## config.mk

```make
export PLATFORM = sky130hd
export DESIGN_NAME = simplex_sideband_init
export DESIGN_NICKNAME = d
export VERILOG_FILES = /design/src/hw/sideband_init_pkg.sv /design/src/hw/simplex_sideband_init.sv
export SDC_FILE = /design/constraint.sdc
export NUM_CORES = 1
export LEC_CHECK = 0
export BUFFER_PORTS_ARGS = -buffer_cell sky130_fd_sc_hd__buf_4
export CAP_MARGIN = 10
export CORE_ASPECT_RATIO = 1.75
export CORE_UTILIZATION = 55
export DETAILED_ROUTE_END_ITERATION = 10
export PLACE_DENSITY = 0.79
export SETUP_SLACK_MARGIN = 0.3
export SLEW_MARGIN = 20
export SYNTH_ARGS = -nofsm -noshare
export SYNTH_HDL_FRONTEND = slang
export SYNTH_SLANG_ARGS = --single-unit
```

## constraint.sdc

```tcl
create_clock -name mclk_i -period 2.95 [get_ports mclk_i]
set_clock_uncertainty 0.15 [all_clocks]
set_input_delay 0.295 -clock mclk_i [delete_from_list [all_inputs] [get_ports mclk_i]]
set_output_delay 0.295 -clock mclk_i [all_outputs]
set_load 0.01 [all_outputs]
```

## src/hw/sideband_init_pkg.sv

```systemverilog
package sideband_init_pkg;
  localparam int unsigned CLK_MHZ = 125;
  // Reset must be held this many user clock cycles by the caller
  localparam int unsigned RESET_HOLD_CYCLES = 6;
  // Default timer durations in microseconds
  localparam int unsigned ALIGN_TIME_US = 20;
  localparam int unsigned BOND_TIME_US = 20;
  localparam int unsigned VERIFY_TIME_US = 40;
  localparam int unsigned WATCHDOG_TIME_US = 100;
  localparam int unsigned REINIT_TIME_US = 10000;
  localparam int unsigned ALIGN_CYCLES = ALIGN_TIME_US * CLK_MHZ;
  localparam int unsigned BOND_CYCLES = BOND_TIME_US * CLK_MHZ;
  localparam int unsigned VERIFY_CYCLES = VERIFY_TIME_US * CLK_MHZ;
  localparam int unsigned WATCHDOG_CYCLES = WATCHDOG_TIME_US * CLK_MHZ;
  localparam int unsigned REINIT_CYCLES = REINIT_TIME_US * CLK_MHZ;
  localparam int unsigned CNT_W = 24;
  // Sideband vector bit positions
  localparam int unsigned SB_ALIGNED = 0;
  localparam int unsigned SB_BONDED = 1;
  localparam int unsigned SB_VERIFY = 2;
  localparam int unsigned SB_RESET = 3;
  localparam int unsigned SB_W = 4;

  typedef enum logic [2:0] {
    ST_RESET   = 3'h0,
    ST_ALIGNED = 3'h1,
    ST_BONDED  = 3'h2,
    ST_VERIFY  = 3'h3,
    ST_READY   = 3'h4
  } init_state_type;
endpackage

```

## src/hw/simplex_sideband_init.sv

```systemverilog
// Summary of operation
// - Progress comes from sideband signals, or from timers on the transmit side in timer mode
// - Sideband set: aligned, bonded, verify, reset
// - Separate sets for transmit and receive
// - Bonded used only with multiple lanes
// - Transmit endpoint has no receive path
// - Three timers drive aligned, bonded, verify
// - Timer indications assert only on expiry
// - Receive watchdogs fall back to reset
// - Watchdog timeout is a parameter
// - Re-initialize after detected failure, and periodically in timer mode while enabled
// - Channel ready only after full initialization, except single-lane receive, which goes ready without checking lane verify
// - Receive ready precedes transmit ready when timer_mode_i is low
`timescale 1ns/1ps
module simplex_sideband_init
#(
  parameter int unsigned LANES = 2,
  parameter int unsigned ALIGN_CNT = sideband_init_pkg::ALIGN_CYCLES,
  parameter int unsigned BOND_CNT = sideband_init_pkg::BOND_CYCLES,
  parameter int unsigned VERIFY_CNT = sideband_init_pkg::VERIFY_CYCLES,
  parameter int unsigned WATCHDOG_CNT = sideband_init_pkg::WATCHDOG_CYCLES,
  parameter int unsigned REINIT_CNT = sideband_init_pkg::REINIT_CYCLES
) (
  input wire logic mclk_i, // User clock
  input wire logic srst_i, // Synchronous reset, high
  input wire logic timer_mode_i, // 1: transmit side driven by timers
  // Transmit endpoint
  input wire logic tx_aligned_i, // Back-channel aligned
  input wire logic tx_bonded_i, // Back-channel bonded
  input wire logic tx_verify_i, // Back-channel verify
  input wire logic tx_reset_i, // Back-channel reset
  input wire logic tx_fail_i, // Transmit hard failure
  output logic tx_channel_up_o, // Transmit channel ready
  output logic tx_send_init_o, // Transmit sends init sequence
  // Receive endpoint
  input wire logic rx_lane_aligned_i, // Receiver lanes aligned
  input wire logic rx_lane_bonded_i, // Receiver lanes bonded
  input wire logic rx_lane_verified_i, // Receiver verify seen
  input wire logic rx_fail_i, // Receive hard failure
  output logic rx_aligned_o, // Receive sideband aligned
  output logic rx_bonded_o, // Receive sideband bonded
  output logic rx_verify_o, // Receive sideband verify
  output logic rx_reset_o, // Receive sideband reset
  output logic rx_channel_up_o, // Receive channel ready
  output logic irq_o, // Interrupt level
  // Register port
  input wire logic [3:0] reg_addr_i, // Word address
  input wire logic [31:0] reg_wdata_i, // Write data
  input wire logic reg_wr_i, // Write strobe
  input wire logic reg_rd_i, // Read strobe
  output logic [31:0] reg_rdata_o // Read data, next cycle
);
  import sideband_init_pkg::*;

  localparam logic [3:0] ADDR_STATUS = 4'h0;
  localparam logic [3:0] ADDR_EVENT = 4'h1;
  localparam logic [3:0] ADDR_MASK = 4'h2;
  localparam logic [3:0] ADDR_CTRL = 4'h3;
  localparam int unsigned EV_W = 4;
  localparam logic [EV_W-1:0] EV_RESET = 4'h0;
  localparam logic [CNT_W-1:0] ALIGN_T = CNT_W'(ALIGN_CNT - 1);
  localparam logic [CNT_W-1:0] BOND_T = CNT_W'(BOND_CNT - 1);
  localparam logic [CNT_W-1:0] VERIFY_T = CNT_W'(VERIFY_CNT - 1);
  localparam logic [CNT_W-1:0] WDOG_T = CNT_W'(WATCHDOG_CNT - 1);
  localparam logic [CNT_W-1:0] REINIT_T = CNT_W'(REINIT_CNT - 1);
  localparam bit MULTI = (LANES > 1);

  typedef struct packed {
    logic [SB_W-1:0] txsb_m;
    logic [SB_W-1:0] txsb_s;
    logic [2:0] rxin_m;
    logic [2:0] rxin_s;
    logic [1:0] fail_m;
    logic [1:0] fail_s;
    init_state_type tx_st;
    init_state_type rx_st;
    logic [CNT_W-1:0] tx_cnt;
    logic [CNT_W-1:0] rx_cnt;
    logic [CNT_W-1:0] reinit_cnt;
    logic rx_up_seen;
    logic [EV_W-1:0] events;
    logic [EV_W-1:0] mask;
    logic reinit_en;
    logic [31:0] rdata;
  } state_type;

  state_type s_reg, s_next;

  logic [SB_W-1:0] tx_sb;
  logic tx_up;
  logic rx_up;
  logic [EV_W-1:0] ev_set;
  logic tx_wd_expire;
  logic rx_wd_expire;
  logic reinit_fire;

  always_comb begin
    s_next = s_reg;
    ev_set = '0;
    tx_sb = '0;
    tx_wd_expire = 1'b0;
    rx_wd_expire = 1'b0;
    reinit_fire = 1'b0;
    tx_up = (s_reg.tx_st == ST_READY);
    rx_up = (s_reg.rx_st == ST_READY);

    // Inputs from other domains pass two flip-flops
    // two-stage synchronizers
    s_next.txsb_m = {tx_reset_i, tx_verify_i, tx_bonded_i, tx_aligned_i};
    s_next.txsb_s = s_reg.txsb_m;
    s_next.rxin_m = {rx_lane_verified_i, rx_lane_bonded_i, rx_lane_aligned_i};
    s_next.rxin_s = s_reg.rxin_m;
    s_next.fail_m = {rx_fail_i, tx_fail_i};
    s_next.fail_s = s_reg.fail_m;

    tx_sb = s_reg.txsb_s;
    if (!MULTI) begin
      tx_sb[SB_BONDED] = tx_sb[SB_ALIGNED];
    end

    // Transmit side sequencer
    s_next.tx_cnt = s_reg.tx_cnt + CNT_W'(1);
    if (timer_mode_i) begin
      unique case (s_reg.tx_st)
        ST_RESET: begin
          s_next.tx_st = ST_ALIGNED;
          s_next.tx_cnt = '0;
        end
        ST_ALIGNED: if (s_reg.tx_cnt >= ALIGN_T) begin
          s_next.tx_st = MULTI ? ST_BONDED : ST_VERIFY;
          s_next.tx_cnt = '0;
        end
        ST_BONDED: if (s_reg.tx_cnt >= BOND_T) begin
          s_next.tx_st = ST_VERIFY;
          s_next.tx_cnt = '0;
        end
        ST_VERIFY: if (s_reg.tx_cnt >= VERIFY_T) begin
          s_next.tx_st = ST_READY;
          s_next.tx_cnt = '0;
        end
        ST_READY: s_next.tx_cnt = '0;
        default: s_next.tx_st = ST_RESET;
      endcase
    end else begin
      unique case (s_reg.tx_st)
        ST_RESET: if (!tx_sb[SB_RESET] && tx_sb[SB_ALIGNED]) begin
          s_next.tx_st = ST_ALIGNED;
          s_next.tx_cnt = '0;
        end
        ST_ALIGNED: if (tx_sb[SB_BONDED]) begin
          s_next.tx_st = ST_BONDED;
          s_next.tx_cnt = '0;
        end
        ST_BONDED: if (tx_sb[SB_VERIFY]) begin
          s_next.tx_st = ST_VERIFY;
          s_next.tx_cnt = '0;
        end
        // transmit ready after receive
        // Back-channel verify alone could beat receive ready
        ST_VERIFY: if (s_reg.rx_up_seen && tx_sb[SB_VERIFY]) begin
          s_next.tx_st = ST_READY;
          s_next.tx_cnt = '0;
        end
        ST_READY: s_next.tx_cnt = '0;
        default: s_next.tx_st = ST_RESET;
      endcase
      if (s_reg.tx_st != ST_RESET && s_reg.tx_st != ST_READY && s_reg.tx_cnt >= WDOG_T) begin
        tx_wd_expire = 1'b1;
      end
      // Receive side fell back to reset
      if (tx_sb[SB_RESET] && s_reg.tx_st != ST_RESET) begin
        tx_wd_expire = 1'b1;
      end
    end

    s_next.reinit_cnt = s_reg.reinit_cnt + CNT_W'(1);
    // Period restarts whenever mode or enable drops
    if (!(timer_mode_i && s_reg.reinit_en) || s_reg.reinit_cnt >= REINIT_T) begin
      s_next.reinit_cnt = '0;
    end
    reinit_fire = timer_mode_i && s_reg.reinit_en && s_reg.reinit_cnt >= REINIT_T;

    if (s_reg.fail_s[0] || tx_wd_expire || reinit_fire) begin
      s_next.tx_st = ST_RESET;
      s_next.tx_cnt = '0;
    end

    // Receive side sequencer
    s_next.rx_cnt = s_reg.rx_cnt + CNT_W'(1);
    unique case (s_reg.rx_st)
      ST_RESET: if (s_reg.rxin_s[0]) begin
        s_next.rx_st = ST_ALIGNED;
        s_next.rx_cnt = '0;
      end
      ST_ALIGNED: if (!MULTI || s_reg.rxin_s[1]) begin
        s_next.rx_st = MULTI ? ST_BONDED : ST_VERIFY;
        s_next.rx_cnt = '0;
      end
      ST_BONDED: if (s_reg.rxin_s[2]) begin
        s_next.rx_st = ST_VERIFY;
        s_next.rx_cnt = '0;
      end
      ST_VERIFY: begin
        s_next.rx_st = ST_READY;
        s_next.rx_cnt = '0;
      end
      ST_READY: s_next.rx_cnt = '0;
      default: s_next.rx_st = ST_RESET;
    endcase
    if (s_reg.rx_st != ST_RESET && s_reg.rx_st != ST_READY && s_reg.rx_cnt >= WDOG_T) begin
      rx_wd_expire = 1'b1;
    end
    // failure or lost alignment drops receive
    if (s_reg.fail_s[1] || rx_wd_expire || (rx_up && !s_reg.rxin_s[0])) begin
      s_next.rx_st = ST_RESET;
      s_next.rx_cnt = '0;
    end

    // Remember receive ready for the transmit side
    if (rx_up) begin
      s_next.rx_up_seen = 1'b1;
    end
    if (s_next.rx_st == ST_RESET) begin
      s_next.rx_up_seen = 1'b0;
    end

    // Events: tx up, rx up, tx restart, rx watchdog
    ev_set[0] = (s_next.tx_st == ST_READY) && !tx_up;
    ev_set[1] = (s_next.rx_st == ST_READY) && !rx_up;
    ev_set[2] = tx_up && (s_next.tx_st == ST_RESET);
    ev_set[3] = rx_wd_expire;

    // Register access
    s_next.rdata = '0;
    if (reg_rd_i) begin
      unique case (reg_addr_i)
        ADDR_STATUS: s_next.rdata = {24'h0, 1'b0, s_reg.rx_st, 1'b0, s_reg.tx_st};
        ADDR_EVENT: s_next.rdata = {28'h0, s_reg.events};
        ADDR_MASK: s_next.rdata = {28'h0, s_reg.mask};
        ADDR_CTRL: s_next.rdata = {31'h0, s_reg.reinit_en};
        default: s_next.rdata = '0;
      endcase
    end
    // Writes to read-only or unmapped words are dropped
    if (reg_wr_i && reg_addr_i == ADDR_MASK) begin
      s_next.mask = reg_wdata_i[EV_W-1:0];
    end
    if (reg_wr_i && reg_addr_i == ADDR_CTRL) begin
      s_next.reinit_en = reg_wdata_i[0];
    end
    // Read clears, new events win
    if (reg_rd_i && reg_addr_i == ADDR_EVENT) begin
      s_next.events = ev_set;
    end else begin
      s_next.events = s_reg.events | ev_set;
    end

    // Reset overrides every next-state value
    if (srst_i) begin
      s_next = '0;
      s_next.tx_st = ST_RESET;
      s_next.rx_st = ST_RESET;
      s_next.events = EV_RESET;
      s_next.reinit_en = 1'b1;
    end
  end

  always_ff @(posedge mclk_i) begin
    s_reg <= s_next;
  end

  assign tx_send_init_o = !tx_up;
  assign tx_channel_up_o = tx_up;
  assign rx_channel_up_o = rx_up;
  assign rx_reset_o = (s_reg.rx_st == ST_RESET);
  assign rx_aligned_o = (s_reg.rx_st != ST_RESET);
  assign rx_bonded_o = MULTI && (s_reg.rx_st == ST_BONDED || s_reg.rx_st == ST_VERIFY || rx_up);
  assign rx_verify_o = (s_reg.rx_st == ST_VERIFY) || rx_up;
  assign irq_o = |(s_reg.events & s_reg.mask);
  assign reg_rdata_o = s_reg.rdata;
endmodule

```

==> flow_summary.yaml, run 1 <==
worst_setup_path:
  crit_fanout: 24
  ff2ff_setup_slack_ns: 0.46
  endpoint_kind: "flop"
  path_class: "reg2reg"
  start_kind: "flop"
  critPathRequiredTime_ns: 3.08
  ff2ff_path_depth: 6
  worstPathArrival_ns: 2.62
  regToRegStartpoint: "s_reg[118]"
  rr_endpoint: "s_reg[107]"
floorplan:
  core_um2: 9090
  die_x_um: 75.5
  dieArea_um2: 9860
  io_pins: 90
  start_util: 0.572
  die_y_um: 131
  rows: 46
logic_synthesis:
  synth_top_area_frac: 0.435
  yosys.area.top_type: "dfxtp_1"
  syn_area_um2: 5200
  synth-edff-count: 0
  postSynthCellCount: 601
  async_reset_ff_frac: 0
  synth_area_per_cell_um2: 8.65
  ys_seq_elements: 113
  seq_area_frac_synth: 0.435
  yosysUniqueCellTypes: 52
  synth_ff_type: "dfxtp_1"
  yosys_warnings: 0
  yosys-top-cells-area: "dfxtp_1 44%, xnor2_1 5.7%, nor2_1 5.7%"
hold_path:
  min_path_type: "in2reg"
  hold_end: "s_reg[40]"
  hold_start: "reg_rd_i"
  holdPathStages: 4
finish:
  antenna_cells: 0
  finalInstanceArea_um2: 6220
  largest_register_ffs: 102
  layout-drive-gt1-share: 0.121
  area_growth_pct: 19.7
  nets: 701
  most-common-layout-cells: "113 x dfxtp_1, 79 x nor2_1, 45 x nor3_1"
  final_common_cell: "dfxtp_1"
clocking:
  cts_tree: "yes"
  cts_buffers: 17
  cts_sinks: 113
  cts.path.max_buffers: 2
  worstSkewPairLatency_ns: 0.41
  cts_max_level: 4
  clk_pin_slew_ns: 0.05
  ctsRootBufferMaster: "clkbuf_16"
global_routing:
  antenna_found_initial: 0
  grt_pass1_wl_um: 17600
  grt_overflow: 0
  grt_max_degree: 31
  grt.total_usage: 0.234
  grt_pass1_vias: 4076
routing:
  vias: 4251
  firstDrtPassIters: 5
  drt_iter0_drc: 227
  wl_per_cell_um: 14.1
  ant_nets: 0
  drcViolationCount: 0
  vias_per_cell: 5.45
  drt_wl_total_um: 11000
placement:
  hpwlAfterDp_um: 7570
  portBuffers: 36
  dpl_cell_area_um2: 5420
  gp_congestion: 0.869
pwr:
  power_switching_mw: 0.828
  p_seq_frac: 0.405
  netSwitchingFraction: 0.213
  combPwrFrac: 0.044
  leakage_nw: 2.30
  internal_power_mw: 3.05
  vdd_ir_drop_max_mv: 0.572
  pwr-share-clk: 0.552
  p_per_area_nw_per_um2: 624
timing:
  setup_tns_ns: 0
  hold_violations: 0
  maxSlewHeadroom: 0.462
  tightestPinTransition_ns: 0.801
  rsz0062_at_grt: "false"
  min_period_over_period: 0.845
  period_needed_ns: 2.49
  setup_violations: 0
  slew_violations: 0
  max_freq_mhz: 401
run_status:
  outcome: "complete, no violations"
run:
  drv_cap: 0
## cell usage after synthesis, drive strengths merged (15+ instances only)
cell      n
inv      16
xnor2    34
nor2     79
clkbuf   21
xor2     29
dfxtp   113
nor2b    22
nand4    15
nor3     45
nand3    28
buf      35
nand2    35
## power groups by stage
| stage | sequential, mW | clock (mW) | combinational [mW] |
|---|---|---|---|
| final | 1.57 | 2.14 | 0.170 |
| after global routing | 1.57 | 2.23 | 0.186 |
| after CTS | 1.57 | 2.16 | 0.168 |
| after global placement | 1.60 | 0 | 0.149 |
| after floorplan | 1.59 | 0 | 0.133 |
| after detailed placement | 1.60 | 0 | 0.152 |
## metrics by stage
step | power (mW) | setup slack (ns) | hold slack (ns) | util | cells
global route | 3.99 | 0.320 | 0.117 | 0.684 | 780
CTS | 3.90 | 0.431 | 0.0927 | 0.682 | 780
finish | 3.88 | 0.457 | 0.107 | 0.684 | 780
detailed placement | 1.75 | 0.494 | 0.286 | 0.596 | 732
global placement | 1.75 | 0.545 | 0.269 | 0.596 | 732
floorplan | 1.72 | 0.757 | 0.264 | - | 628
## cell type report
cell class	instances	area (um2)
clock buffers	18	439
clock inverters	14	189
fillers	737	2870
inverters	16	60.1
flip-flops and latches	113	2260
multi-input cells	443	2660
well taps	120	150
repair buffers	56	460
## how the worst max path moves through the flow
stage | from | slack, ns | to
floorplan | s_reg[118] | 0.76 | s_reg[100]
global placement | s_reg[42] | 0.54 | s_reg[59]
detailed placement | s_reg[110] | 0.49 | s_reg[117]
CTS | s_reg[110] | 0.43 | s_reg[107]
global route | s_reg[118] | 0.32 | s_reg[107]
finish | s_reg[118] | 0.46 | s_reg[107]
## layer usage
| layer | wire length, um | GRT usage | up-vias |
|---|---|---|---|
| met1 | 4320 | 0.238 | 1998 |
| met5 | 0 | 0 | - |
| li1 | - | - | 2113 |
| met2 | 5900 | 0.418 | 109 |
| met3 | 443 | 0.0690 | 31 |
| met4 | 364 | 0.124 | 0 |
## worst max-delay path, cell delays in order (launching register included)
cell	delay, ns
dfxtp_1	0.62
and3_1	0.25
nor4b_1	0.06
or4_1	0.53
a222oi_1	0.29
buf_4	0.33
nor3_1	0.12
## cells by family (layout without fill, tap and decap cells)
group,Yosys count,after routing,synth area share
AND/OR/NAND/NOR,282,282,0.277
AO/OA/AOI/OAI,57,57,0.0754
XOR/XNOR,63,63,0.106
multiplexers,9,9,0.0200
flip-flops,113,113,0.435
adder cells (fa/ha/maj),4,4,0.00963
other,1,28,0.000722
buffers and inverters,72,104,0.0756
## repair_timing
action / 4_1_cts / 5_1_grt
endpoints found under the hold margin: 15 / 0
buffers inserted: 0 / 0
gates resized for setup: 0 / 3
setup endpoints to repair: 0 / 23
hold buffers: 16 / 0
Note: power is estimated with default switching activity, not from simulation.
==> run 2, diff against run 1 <==
CORE_UTILIZATION = 51   (was 55)
PLACE_DENSITY = 0.77   (was 0.79)
clock period = 2.2 ns   (was 2.95 ns; I/O delays follow)
==> flow_summary.yaml, run 2 (synthesized netlist as in run 1, its figures left out) <==
clocking:
  cts_buffers: 17
  cts.path.max_buffers: 2
  cts_tree: "yes"
  clk_pin_slew_ns: 0.05
  cts_sinks: 113
  cts_max_level: 4
  ctsRootBufferMaster: "clkbuf_16"
  worstSkewPairLatency_ns: 0.42
worst_setup_path:
  worstPathArrival_ns: 2.41
  setup.worst_path.start: "s_reg[50]"
  cp_slowest_cell: "a2111o_1"
  ff2ff_setup_slack_ns: -0.04
  path_class: "reg2reg"
  regToRegStartpoint: "s_reg[50]"
  endpoint_kind: "flop"
  cp_top_family: "compound AO/OA/AOI/OAI gates"
  path_buf_inv: 1
  start_kind: "flop"
  critPathRequiredTime_ns: 2.37
  cpPeakStageDelay_ns: 0.38
  crit_fanout: 21
  path_cells: "a211o_1 -> a2111o_1 -> o211ai_1 -> nand4b_4 -> buf_12 -> nor3_1"
finish:
  layout-drive-gt1-share: 0.291
  num-fill-cells: 626
  nets: 750
  final_common_cell: "dfxtp_1"
  most-common-layout-cells: "102 x dfxtp_1, 77 x buf_4, 54 x nor2_1"
  area_growth_pct: 38.4
  largest_register_ffs: 102
  antenna_cells: 0
routing:
  drt_iter0_drc: 391
  firstDrtPassIters: 5
  drt_wl_total_um: 14100
  ant_nets: 0
  vias_per_cell: 5.67
  vias: 4726
  drcViolationCount: 0
  wl_per_cell_um: 17.0
floorplan:
  die_x_um: 78.3
  io_pins: 90
  start_util: 0.524
  rows: 48
  core_um2: 9910
  die_y_um: 136
  dieArea_um2: 10600
timing:
  max_freq_mhz: 447
  maxSlewHeadroom: 0.619
  rsz0062_at_grt: "true"
  slew_violations: 0
  setup_tns_ns: -0.0399
  tightestPinTransition_ns: 0.569
  setup_violations: 2
  fin_ws_ns: -0.0386
  hold_violations: 0
  period_needed_ns: 2.24
  min_period_over_period: 1.02
pwr:
  p_per_area_nw_per_um2: 737
  finalPower_mw: 5.30
  vdd_ir_drop_max_mv: 0.619
  leakage_nw: 2.65
placement:
  gp_congestion: 0.893
  hpwlAfterDp_um: 7840
  place_ws_ns: -0.0156
  portBuffers: 36
global_routing:
  grt_pass1_wl_um: 21300
  grt.total_usage: 0.259
  grt_max_degree: 31
  grt_overflow: 0
  antenna_found_initial: 0
  grt_pass1_vias: 4739
run_status:
  violations: "setup timing"
  outcome: "finished, violations left"
hold_path:
  min_path_type: "in2reg"
  hold_start: "reg_wr_i"
run:
  drv_cap: 0
run 2: final timing paths:
check,end,cells after the start
setup / recovery,s_reg[102],6
hold / removal,s_reg[32],3
setup reg to reg,s_reg[102],6
hold reg to reg,s_reg[125],1
run 2: power by group:
part | internal, mW | switching (mW) | total (mW) | leakage [nW]
combinational | 0.176 | 0.210 | 0.385 | 1.44
clock | 1.83 | 0.976 | 2.81 | 0.291
sequential | 2.08 | 0.0255 | 2.10 | 0.921
total | 4.09 | 1.21 | 5.30 | 2.65
run 2: worst min-delay path, cell delays in order:
cell and delay, ns:
buf_4 0.12, nand4_1 0.12, a211o_1 0.13
run 2: metrics by stage:
step | hold slack (ns) | instance area (um2) | instances | utilization
finish | 0.0475 | 7200 | 834 | 0.726
global route | 0.0611 | 7200 | 834 | 0.726
CTS | 0.0125 | 6890 | 830 | 0.695
detailed placement | 0.276 | 5700 | 766 | 0.575
global placement | 0.270 | 5700 | 766 | 0.575
floorplan | 0.198 | 5340 | 628 | -
run 2: cell type report:
cell class              count  area, um2  share of cell area
clock buffers              19        453              0.0629
clock inverters            13        161              0.0224
flip-flops and latches    113       2280               0.317
well taps                 125        156              0.0217
repair buffers            105        952               0.132
inverters                  16       60.1             0.00835
multi-input cells         443       3130               0.436
run 2: metal layers:
layer / wire length, um / vias to the layer above / track usage
met4: 544 / 0 / 0.185
li1: - / 2220 / -
met2: 7770 / 183 / 0.473
met5: 0 / - / 0
met1: 5170 / 2270 / 0.249
met3: 658 / 53 / 0.0606
run 2: repair_timing:
action | CTS | global route
hold buffers | 16 | 0
cloned | 5 | 0
endpoints found under the hold margin | 15 | 0
resized for setup | 61 | 63
endpoints found under the setup margin | 79 | 85
setup buffers | 11 | 4
pin swaps | 25 | 10
